File: src/hdl/serial_pkg.sv
// Shared types and constants for the synchronous serial port.
// Assumes a single 200 MHz system clock and an AHB-Lite register bus.
package serial_pkg;

  ////////////////////////////////////////////////////////////////////////////
  // Register indices; the byte address of each register is four times its index.
  localparam logic [29:0] DATA_IDX = 30'h00fffe60;
  localparam logic [29:0] CTRL_IDX = 30'h00fffe62;
  localparam logic [29:0] STAT_IDX = 30'h00fffe64;

  // Status register field positions.
  localparam int STAT_BUSY_BIT = 0;
  localparam int STAT_FULL_BIT = 1;
  localparam int STAT_OVR_BIT = 2;

  // Word widths in bits and shift-clock toggles per word.
  localparam logic [5:0] BITS_NARROW = 6'h08;
  localparam logic [5:0] BITS_WIDE = 6'h10;
  localparam logic [5:0] TOGGLES_NARROW = 6'h10;
  localparam logic [5:0] TOGGLES_WIDE = 6'h20;

  // AHB transfer type: bit 1 set marks NONSEQ or SEQ.
  localparam int HTRANS_ACTIVE_BIT = 1;

  // System clock.
  localparam int SYS_CLK_MHZ = 200;

  ////////////////////////////////////////////////////////////////////////////
  typedef struct packed {
    logic [6:0] clock_divider;
    logic clock_idle_level;
    logic clock_edge_alternate;
    logic transfer_done_irq_en;
    logic read_full_irq_en;
    logic overrun_irq_en;
    logic echo_back_enable;
    logic word_width_select;
    logic master_select;
    logic port_enable;
  } ctrl_t;

  localparam ctrl_t CTRL_RESET = 16'h0000;

  typedef enum logic [1:0] {
    SEL_NONE = 2'b00,
    SEL_DATA = 2'b01,
    SEL_CTRL = 2'b10,
    SEL_STAT = 2'b11
  } reg_sel_t;

  typedef struct packed {
    logic hsel;
    logic [31:0] haddr;
    logic [1:0] htrans;
    logic hwrite;
    logic [2:0] hsize;
    logic [31:0] hwdata;
    logic hready;
  } ahb_req_t;

  typedef struct packed {
    logic [31:0] hrdata;
    logic hreadyout;
    logic hresp;
  } ahb_rsp_t;

  typedef struct packed {
    ctrl_t ctrl;
    logic [15:0] shifter;
    logic [15:0] read_buf;
    logic busy;
    logic full;
    logic receive_overrun;
    logic pending;
    logic valid;
    logic running;
    logic sclk;
    logic out_bit;
    logic [5:0] cnt;
    logic [31:0] hrdata;
    reg_sel_t wr_sel;
  } port_st_t;

  localparam port_st_t PORT_RESET = '0;

  typedef struct packed {
    logic s1;
    logic s2;
    logic s3;
  } sync_st_t;

  localparam sync_st_t SYNC_RESET = 3'h0;

  typedef struct packed {
    logic [6:0] cnt;
  } div_st_t;

  localparam div_st_t DIV_RESET = 7'h00;

endpackage

File: src/hdl/sig_sync.sv
// Two-flop synchroniser with edge detection on the synchronised level.
// Assumes the input is asynchronous to ref_clk and slower than half its rate.
`timescale 1ns/1ps
module sig_sync (
  // Clock and reset
  input wire logic ref_clk,
  input wire logic rst_b,
  // Raw input
  input wire logic d_in,
  // Synchronised level and edges
  output logic level,
  output logic rise,
  output logic fall
);
  import serial_pkg::*;

  sync_st_t st_ff;
  sync_st_t nxt_st;

  always_comb begin
    nxt_st = st_ff;
    nxt_st.s1 = d_in;
    nxt_st.s2 = st_ff.s1;
    nxt_st.s3 = st_ff.s2;
  end

  always_ff @(posedge ref_clk or negedge rst_b) begin
    if (!rst_b) begin
      st_ff <= SYNC_RESET;
    end else begin
      st_ff <= nxt_st;
    end
  end

  // The first stage feeds only the second; edges are taken after it.
  assign level = st_ff.s2;
  assign rise = st_ff.s2 & ~st_ff.s3;
  assign fall = ~st_ff.s2 & st_ff.s3;
endmodule // sig_sync

File: src/hdl/shift_clk_div.sv
// Shift-clock divider: a one-cycle tick every (div + 1) system clocks while run.
// Assumes div is held stable while run is high.
`timescale 1ns/1ps
module shift_clk_div (
  // Clock and reset
  input wire logic ref_clk,
  input wire logic rst_b,
  // Control
  input wire logic run,
  input wire logic [6:0] div,
  // Half-period tick
  output logic tick
);
  import serial_pkg::*;

  div_st_t st_ff;
  div_st_t nxt_st;

  assign tick = run && (st_ff.cnt == div);

  always_comb begin
    nxt_st = st_ff;
    if (!run || tick) begin
      nxt_st.cnt = 7'h00;
    end else begin
      nxt_st.cnt = st_ff.cnt + 7'h01;
    end
  end

  always_ff @(posedge ref_clk or negedge rst_b) begin
    if (!rst_b) begin
      st_ff <= DIV_RESET;
    end else begin
      st_ff <= nxt_st;
    end
  end
endmodule // shift_clk_div

File: src/hdl/serial_port.sv
// Synchronous serial port, master or slave, 8- or 16-bit words, AHB-Lite registers.
// Assumes one 200 MHz clock, single-word AHB transfers, and pins resolved outside.
//
// The AHB-Lite slave port was left to the implementer.
`timescale 1ns/1ps
module serial_port (
  // Clock and reset
  input wire logic ref_clk,
  input wire logic rst_b,
  // Register bus
  input wire serial_pkg::ahb_req_t ahb_req,
  output serial_pkg::ahb_rsp_t ahb_rsp,
  // Shift clock pin
  input wire logic sclk_in,
  output logic sclk_out,
  output logic sclk_oe,
  // Master-out slave-in pin
  input wire logic mosi_in,
  output logic mosi_out,
  output logic mosi_oe,
  // Master-in slave-out pin
  input wire logic miso_in,
  output logic miso_out,
  output logic miso_oe,
  // Slave select, active low
  input wire logic slave_select_n,
  // Interrupt request
  output logic irq
);
  import serial_pkg::*;

  port_st_t st_ff;
  port_st_t nxt_st;

  logic en;
  logic master;
  logic wide;
  logic tick;
  logic sclk_q, sclk_rise, sclk_fall;
  logic ssn_q, ssn_fall;
  logic mosi_q;
  logic ap_ok;
  reg_sel_t ap_sel;
  logic [31:0] rd_mux;
  logic rd_data_ap;
  logic wr_data_dp;
  logic rise_ev, fall_ev, sample_ev, out_ev, lead_ev;
  logic in_bit;
  logic complete;
  logic [15:0] sh_shift;
  logic [5:0] nbits;
  logic [5:0] ntoggles;

  function automatic logic msb_of(input logic w, input logic [15:0] x);
    msb_of = w ? x[15] : x[7];
  endfunction

  function automatic logic [15:0] rb_load(input logic w, input logic [15:0] base,
                                          input logic [15:0] sh);
    rb_load = w ? sh : {base[15:8], sh[7:0]};
  endfunction

  assign en = st_ff.ctrl.port_enable;
  assign master = st_ff.ctrl.master_select;
  assign wide = st_ff.ctrl.word_width_select;
  assign nbits = wide ? BITS_WIDE : BITS_NARROW;
  assign ntoggles = wide ? TOGGLES_WIDE : TOGGLES_NARROW;

  ////////////////////////////////////////////////////////////////////////////
  // slave input synchronisers.
  sig_sync u_sclk_sync (
    .ref_clk(ref_clk),
    .rst_b(rst_b),
    .d_in(sclk_in),
    .level(sclk_q),
    .rise(sclk_rise),
    .fall(sclk_fall)
  );

  sig_sync u_ssn_sync (
    .ref_clk(ref_clk),
    .rst_b(rst_b),
    .d_in(slave_select_n),
    .level(ssn_q),
    .rise(),
    .fall(ssn_fall)
  );

  // Data is delayed by the same two stages so it stays aligned with the clock.
  sig_sync u_mosi_sync (
    .ref_clk(ref_clk),
    .rst_b(rst_b),
    .d_in(mosi_in),
    .level(mosi_q),
    .rise(),
    .fall()
  );

  // master divider, half period of div + 1 system clocks.
  // a divider of one gives a quarter of the system clock as bit rate.
  shift_clk_div u_div (
    .ref_clk(ref_clk),
    .rst_b(rst_b),
    .run(en && master && st_ff.running),
    .div(st_ff.ctrl.clock_divider),
    .tick(tick)
  );

  ////////////////////////////////////////////////////////////////////////////
  // Bus decode; zero wait states, so every data phase follows its address phase.
  assign ap_ok = ahb_req.hsel && ahb_req.hready && ahb_req.htrans[HTRANS_ACTIVE_BIT];

  always_comb begin
    ap_sel = SEL_NONE;
    if (ahb_req.haddr[1:0] == 2'h0) begin
      if (ahb_req.haddr[31:2] == DATA_IDX) begin
        ap_sel = SEL_DATA;
      end else if (ahb_req.haddr[31:2] == CTRL_IDX) begin
        ap_sel = SEL_CTRL;
      end else if (ahb_req.haddr[31:2] == STAT_IDX) begin
        ap_sel = SEL_STAT;
      end
    end
  end

  // data reads see the read buffer, never the shifter.
  always_comb begin
    rd_mux = 32'h00000000;
    unique case (ap_sel)
      SEL_DATA: rd_mux[15:0] = st_ff.read_buf;
      SEL_CTRL: rd_mux[15:0] = st_ff.ctrl;
      SEL_STAT: begin
        rd_mux[STAT_BUSY_BIT] = st_ff.busy;
        rd_mux[STAT_FULL_BIT] = st_ff.full;
        rd_mux[STAT_OVR_BIT] = st_ff.receive_overrun;
      end
      SEL_NONE: rd_mux = 32'h00000000;
    endcase
  end

  assign rd_data_ap = ap_ok && !ahb_req.hwrite && (ap_sel == SEL_DATA);
  assign wr_data_dp = (st_ff.wr_sel == SEL_DATA) && en;

  ////////////////////////////////////////////////////////////////////////////
  // shift-clock edges: own divided clock as master, synchronised input as slave.
  assign rise_ev = en && (master ? (tick && !st_ff.sclk) : (sclk_rise && !ssn_q));
  assign fall_ev = en && (master ? (tick && st_ff.sclk) : (sclk_fall && !ssn_q));
  // edge mode picks the sampling and driving edges.
  assign sample_ev = st_ff.ctrl.clock_edge_alternate ? fall_ev : rise_ev;
  assign out_ev = st_ff.ctrl.clock_edge_alternate ? rise_ev : fall_ev;
  assign lead_ev = st_ff.ctrl.clock_idle_level ? fall_ev : rise_ev;

  // receive pin depends on the role.
  assign in_bit = master ? miso_in : mosi_q;
  // shift left, MSB first; in narrow width the high byte stands still.
  assign sh_shift = wide ? {st_ff.shifter[14:0], in_bit}
                         : {st_ff.shifter[15:8], st_ff.shifter[6:0], in_bit};

  // master ends on its last toggle, slave on its last sample.
  assign complete = en && (master ? (tick && st_ff.cnt == ntoggles - 6'h01)
                                  : (sample_ev && st_ff.cnt == nbits - 6'h01));

  always_comb begin
    nxt_st = st_ff;
    nxt_st.wr_sel = SEL_NONE;
    if (ap_ok) begin
      nxt_st.wr_sel = ahb_req.hwrite ? ap_sel : SEL_NONE;
      nxt_st.hrdata = ahb_req.hwrite ? 32'h00000000 : rd_mux;
    end
    if (st_ff.wr_sel == SEL_CTRL) begin
      nxt_st.ctrl = ctrl_t'(ahb_req.hwdata[15:0]);
    end
    // only a one in the overrun position clears it.
    if (st_ff.wr_sel == SEL_STAT && ahb_req.hwdata[STAT_OVR_BIT]) begin
      nxt_st.receive_overrun = 1'b0;
    end
    // reading the buffer lets a waiting word move in.
    if (rd_data_ap) begin
      if (st_ff.pending) begin
        nxt_st.read_buf = rb_load(wide, st_ff.read_buf, st_ff.shifter);
        nxt_st.pending = 1'b0;
        nxt_st.busy = 1'b0;
      end else begin
        nxt_st.full = 1'b0;
      end
    end
    // a data write loads the shifter and marks it busy.
    if (wr_data_dp) begin
      nxt_st.shifter = ahb_req.hwdata[15:0];
      nxt_st.valid = 1'b1;
      nxt_st.busy = 1'b1;
      nxt_st.out_bit = msb_of(wide, ahb_req.hwdata[15:0]);
      if (master) begin
        // overrun when both buffer and shifter still hold unread words.
        if (st_ff.full && st_ff.pending) begin
          nxt_st.receive_overrun = 1'b1;
        end
        nxt_st.pending = 1'b0;
        nxt_st.running = 1'b1;
        nxt_st.cnt = 6'h00;
      end
    end
    // one bit in per sampling edge, one bit out per driving edge.
    if (sample_ev) begin
      nxt_st.shifter = sh_shift;
      if (!master) begin
        nxt_st.cnt = st_ff.cnt + 6'h01;
      end
    end
    // driving edge presents the current MSB, bit 14 (bit 6 in narrow width) after the first shift.
    if (out_ev) begin
      nxt_st.out_bit = msb_of(wide, st_ff.shifter);
    end
    // master toggles are counted to bound the pulse train.
    if (tick) begin
      nxt_st.sclk = !st_ff.sclk;
      nxt_st.cnt = st_ff.cnt + 6'h01;
    end
    if (!master) begin
      // first leading edge under select marks the slave busy.
      if (lead_ev && !st_ff.busy) begin
        nxt_st.busy = 1'b1;
      end
      // MSB of the active byte goes out as soon as select is asserted.
      if (ssn_fall) begin
        nxt_st.out_bit = msb_of(wide, st_ff.shifter);
      end
      // released select realigns the bit count.
      if (ssn_q) begin
        nxt_st.cnt = 6'h00;
      end
    end
    // completion fills the buffer only if it has been read.
    if (complete) begin
      nxt_st.running = 1'b0;
      nxt_st.cnt = 6'h00;
      nxt_st.valid = 1'b0;
      if (!nxt_st.full) begin
        nxt_st.read_buf = rb_load(wide, nxt_st.read_buf, sample_ev ? sh_shift : st_ff.shifter);
        nxt_st.full = 1'b1;
        nxt_st.busy = 1'b0;
      end else begin
        nxt_st.pending = 1'b1;
      end
    end
    // master clock rests at the chosen idle level.
    if (nxt_st.ctrl.master_select && !nxt_st.running) begin
      nxt_st.sclk = nxt_st.ctrl.clock_idle_level;
    end
    // disabling the port drops all status and any transfer.
    if (!nxt_st.ctrl.port_enable) begin
      nxt_st.busy = 1'b0;
      nxt_st.full = 1'b0;
      nxt_st.receive_overrun = 1'b0;
      nxt_st.pending = 1'b0;
      nxt_st.running = 1'b0;
      nxt_st.cnt = 6'h00;
    end
  end

  always_ff @(posedge ref_clk or negedge rst_b) begin
    if (!rst_b) begin
      st_ff <= PORT_RESET;
    end else begin
      st_ff <= nxt_st;
    end
  end

  ////////////////////////////////////////////////////////////////////////////
  assign ahb_rsp.hrdata = st_ff.hrdata;
  assign ahb_rsp.hreadyout = 1'b1;
  assign ahb_rsp.hresp = 1'b0;

  // pin roles follow the master select.
  assign sclk_out = st_ff.sclk;
  assign sclk_oe = master;
  assign mosi_out = st_ff.out_bit;
  assign mosi_oe = master;
  // slave drives miso only while enabled and selected.
  assign miso_oe = !master && en && !ssn_q;
  // echo only when enabled and no valid word is loaded.
  assign miso_out = (st_ff.ctrl.echo_back_enable && !st_ff.valid) ? mosi_q : st_ff.out_bit;

  // level interrupt from the enabled conditions; overrun counts only as master.
  assign irq = (st_ff.full && st_ff.ctrl.read_full_irq_en)
             | (!st_ff.busy && st_ff.ctrl.transfer_done_irq_en)
             | (st_ff.receive_overrun && st_ff.ctrl.overrun_irq_en && master);

  ////////////////////////////////////////////////////////////////////////////
  // Leading-edge counter seen on the clock output, used only by the checks.
  logic prev_sclk_ff;
  logic [5:0] lead_cnt_ff;
  always_ff @(posedge ref_clk or negedge rst_b) begin
    if (!rst_b) begin
      prev_sclk_ff <= 1'b0;
      lead_cnt_ff <= 6'h00;
    end else begin
      prev_sclk_ff <= st_ff.sclk;
      if (wr_data_dp) begin
        lead_cnt_ff <= 6'h00;
      end else if (prev_sclk_ff == st_ff.ctrl.clock_idle_level && st_ff.sclk != prev_sclk_ff) begin
        lead_cnt_ff <= lead_cnt_ff + 6'h01;
      end
    end
  end
endmodule // serial_port

File: config.mk
export PLATFORM = sky130hd
export DESIGN_NAME = serial_port
export DESIGN_NICKNAME = d
export VERILOG_FILES = /design/src/hdl/serial_pkg.sv /design/src/hdl/sig_sync.sv /design/src/hdl/shift_clk_div.sv /design/src/hdl/serial_port.sv
export SDC_FILE = /design/constraint.sdc
export NUM_CORES = 1
export LEC_CHECK = 0
export ABC_AREA = 1
export BUFFER_PORTS_ARGS = -buffer_cell sky130_fd_sc_hd__buf_2
export CORE_MARGIN = 1.5
export CORE_UTILIZATION = 30
export CTS_CLUSTER_SIZE = 16
export DETAILED_ROUTE_END_ITERATION = 8
export PLACE_DENSITY_LB_ADDON = 0.2
export SLEW_MARGIN = 20
export SYNTH_ARGS = -nofsm -noshare
export SYNTH_HDL_FRONTEND = slang
export SYNTH_SLANG_ARGS = --single-unit
File: constraint.sdc
create_clock -name ref_clk -period 3.3 [get_ports ref_clk]
set_clock_uncertainty 0.2 [all_clocks]
set_input_delay 0.33 -clock ref_clk [delete_from_list [all_inputs] [get_ports ref_clk]]
set_output_delay 0.33 -clock ref_clk [all_outputs]
set_load 0.02 [all_outputs]
# == Word level (Yosys, flattened, before mapping) ==
# Cells that the tools add are included.
# totals
ff_bits,95
inputBits,78
elab_cells,158
# classes
n_addsub,4
n_eq_ne,12
muxes,60
n_bitwise,8
n_reduce_logical,42
# op_table
cell,count
two-way mux 16 bit,7
"equality test 30 x 24 -> 1 bit, second input constant",3
two-way mux 18 bit,3
two-way mux 6 bit,8
logical AND 1 bit,28
case mux 13 bit (2 select lines),1
two-way mux 1 bit,24
two-way mux 7 bit,3
two-way mux 17 bit,1
two-way mux 2 bit,7
equality test 6 bit,2
case mux 3 bit (4 select lines),1
two-way mux 9 bit,1
"equality test 2 bit, second input constant",4
zero test 1 bit,8
two-way mux 4 bit,2
"adder 7 x 1 -> 7 bit, second input constant",1
equality test 7 bit,1
"adder 6 x 1 -> 6 bit, second input constant",1
nonzero test 2 bit,3
"subtractor 5 x 1 -> 6 bit, second input constant",1
"subtractor 6 x 1 -> 6 bit, second input constant",1
two-way mux 5 bit,1
"equality test 2 x 1 -> 1 bit, second input constant",2
other kinds (6),12

# == Longest topological paths before layout ==
# logic_depth
word_depth,15
mapped_depth,15
ltp_nobuf,14

# == By module ==
# A second synthesis with hierarchy kept.
# hier_totals
hier_cells,738
area_unflattened_um2,5557.8
# modules_own_cells
mod,instances,cells_per_inst,area_each_um2,seq_area_each_um2
serial_port,1,646,4820.9,2001.9
shift_clk_div,1,71,466.7,175.2
sig_sync,3,7,90.1,75.1

# == Worst setup path before layout ==
# Ideal clock, no wire load.
# synth_path
path_type,input to register
startpoint,input ahb_req[43] (netlist name)
endpoint,register st_ff[56] (netlist name)
setup_ns,0.118
t_arrival_ns,2.346
path_slack_ns,0.637
cell_stages,12
n_path_buf,0
cell_sequence,or2_2 nor3_1 o21ai_0 nor3_1 ha_1 nand2_2 o21ai_4 inv_2 nor2_8 nand2_4 nor2_1 nor2_1
# synth_rtl
element,line_no,text
"start, declared",serial_port.sv:11,"input wire serial_pkg::ahb_req_t ahb_req,"
"end signal, assigned",serial_port.sv:265,st_ff <= nxt_st;
"end, declared",serial_port.sv:32,port_st_t st_ff;

==> flow_summary.toml <==
[logic_synthesis]
synth_flop_cell = "dfrtp_1"
avgSynthCellArea_um2 = 7.77
synth.distinct_cells = 44
synth_top_area_share_pct = 43.7
ys_seq_area_share_pct = 43.7
async_reset_ff_share_pct = 100
ys.warnings.count = 0
synth-seq-cells = 95
synth_edf_count = 0
syn-instance-count = 701
synth_area_um2 = 5440
synth_top_cells_by_area = "dfrtp_1 44%, nand2_1 13%, buf_4 4.8%"
synth_top_area_cell = "dfrtp_1"

[clock_tree]
cts.sinks = 95
cts_tree = "built"
cts_buffers = 9
root_buffer = "clkbuf_16"
clk_latency_ns = 0.36
cts.path.max_buffers = 2
htreeDepth = 3
cts_setup_buffers = 0
clk_pin_slew_ns = 0.07

[setup_path]
arrival_ns = 2.52
worstSetupPathType = "in2reg"
start_kind = "primary input"
end_kind = "register"
crit_path_max_fanout = 15
required_ns = 3.34

[timing]
post-route-period-util_pct = 75.1
hold_ws_ns = 0.0360
period_needed_ns = 2.48
fmax_mhz = 403
rsz0062_at_grt = "no"
final_max_slew_viol_count = 0
tns_ns = 0
finalWorstSetupSlack_ns = 0.820
tightest_slew_ns = 0.605
slew_headroom_pct = 59.7
final-setup-viol-count = 0
hold_violations = 0

[finish]
finish.net_count = 857
largest_reg_flops = 59
drive_above_1_share_pct = 18.9
design_area_um2 = 6310
final_core_util_pct = 35.2
regMostFlops = "st_ff"
synthToLayoutAreaGrowth_pct = 15.8
post_layout_nonfiller_instances = 1008

[floorplanning]
io_pins = 119
core_um2 = 17900
die_area_um2 = 19000
start_util_pct = 30.4
fp.dieH_um = 138
die_width_um = 138
rows = 49

[power_and_ir_drop]
p_leak_nw = 3.10
power.net_switching_mw = 0.590
power_density_nw_per_um2 = 389
combinationalPowerShare_pct = 6.5
pwr-share-clk_pct = 44.8
ir_drop_v = 0.000218
switching_share_pct = 24.0
p_seq_share_pct = 48.7
p_int_mw = 1.87
report.power.total_mw = 2.46

[drt]
drt_wl_total_um = 14500
wire_per_inst_um = 14.4
drt.antenna.violating_nets = 0
via_per_inst = 4.56
dr.pass1.iters = 4
drtIter0Drc = 275
drcViolationCount = 0
dr_total_vias = 4596

[placement]
gp_congestion = 0.793
io_buffer_count = 80
dpl_cell_area_um2 = 5950
dp_slack_ns = 0.415
place_inst = 987
dp_hpwl_um = 10300

[grt]
grt_usage_pct = 16.1
grt_pass1_wl_um = 22900
grt_overflow_total = 0
grt_max_degree = 54
antenna_found_initial = 1
grt_pass1_vias = 4209

[status]
status = "completed"

[run]
maxCapViolCount = 0

[min_path]
hold_path.class = "in2reg"
## worst max-delay path, cell delays in order
cell,delay [ns]
buf_2,0.10
or2_2,0.30
nor3_1,0.13
o21ai_0,0.09
nor3_1,0.17
buf_4,0.15
ha_1,0.18
nand2_2,0.11
nor2_4,0.20
nand2_1,0.34
nand2_1,0.13
o21ai_0,0.08
a21oi_1,0.14
nor2_1,0.05
## synthesized netlist by cell type (all sizes together) (3+ instances only)
cell	count
nand2	202
xor2	5
nor3	9
o211ai	11
nor4	3
nand3	40
nor2	69
inv	72
buf	43
a22o	13
dfrtp	95
a21oi	47
clkbuf	11
o21ai	53
nand4	3
mux2	5
ha	6
## power by group through the flow
stage / Combinational (mW) / Sequential [mW] / Clock, mW
finish: 0.159 / 1.20 / 1.10
global route: 0.181 / 1.20 / 1.18
CTS: 0.163 / 1.20 / 1.14
detailed placement: 0.159 / 1.22 / 0
global placement: 0.158 / 1.22 / 0
floorplan: 0.0824 / 1.22 / 0
## what timing repair did
item	4_1_cts	5_1_grt
hold buffers	4	0
hold endpoints to repair	45	0
resized for setup	0	0
## final cells by class
| cell class | instances | area [um^2] |
|---|---|---|
| fill | 1928 | 11600 |
| multi-input combinational | 495 | 2490 |
| sequential | 95 | 2380 |
| timing repair buffer | 99 | 568 |
| tap | 229 | 287 |
| inverter | 73 | 275 |
| clock buffer | 12 | 256 |
| clock inverter | 4 | 53.8 |
| antenna | 1 | 2.50 |
## cells by family (layout without fill, tap and decap cells)
| family | Yosys count | count (layout) | share of synthesized area [%] |
|---|---|---|---|
| AO/OA/AOI/OAI | 129 | 129 | 13.7 |
| XOR/XNOR | 6 | 6 | 0.965 |
| adder cells (fa/ha/maj) | 6 | 6 | 1.38 |
| buffers and inverters | 127 | 188 | 11.8 |
| flip-flops | 95 | 95 | 43.7 |
| multiplexers | 5 | 5 | 1.03 |
| other | 2 | 19 | 0.138 |
| AND/OR/NAND/NOR | 331 | 331 | 27.4 |
## metal layers
metal  track usage (%)  vias up  wire, um
met4              6.08        0       231
met2              25.7      104      6550
met5                 0        -         0
met3              2.76       12       599
met1              21.8     2122      7110
li1                  -     2358         -
## path summary, 6_finish.rpt
| check | to | start | cells past startpoint | slack [ns] |
|---|---|---|---|---|
| max in group asynchronous | st_ff[64] | rst_b | 3 | 1.88 |
| max | st_ff[62] | ahb_req[43] | 14 | 0.82 |
| min reg2reg | u_sclk_sync.level | u_sclk_sync.nxt_st[1] | 0 | 0.15 |
| max reg2reg | st_ff[68] | mosi_oe | 9 | 0.86 |
| min | st_ff[85] | ahb_req[6] | 2 | 0.04 |
| min in group asynchronous | st_ff[92] | rst_b | 2 | 0.32 |
## layout by cell type, fill, tap and decap left out, drive strengths merged, types with 2 or more instances in the layout
master	instances
nor4	3
inv	72
a21oi	47
clkinv	2
nand2	202
dfrtp	95
clkbuf	12
nand3	40
nand4	3
nor2	69
o211ai	11
mux2	5
xor2	5
ha	6
a31oi	2
buf	95
o21ai	53
dlygate4sd3	4
nor3b	2
a22o	13
nor3	9
conb	18
clkinvlp	2
No activity file was read; power rests on OpenSTA's default activity.
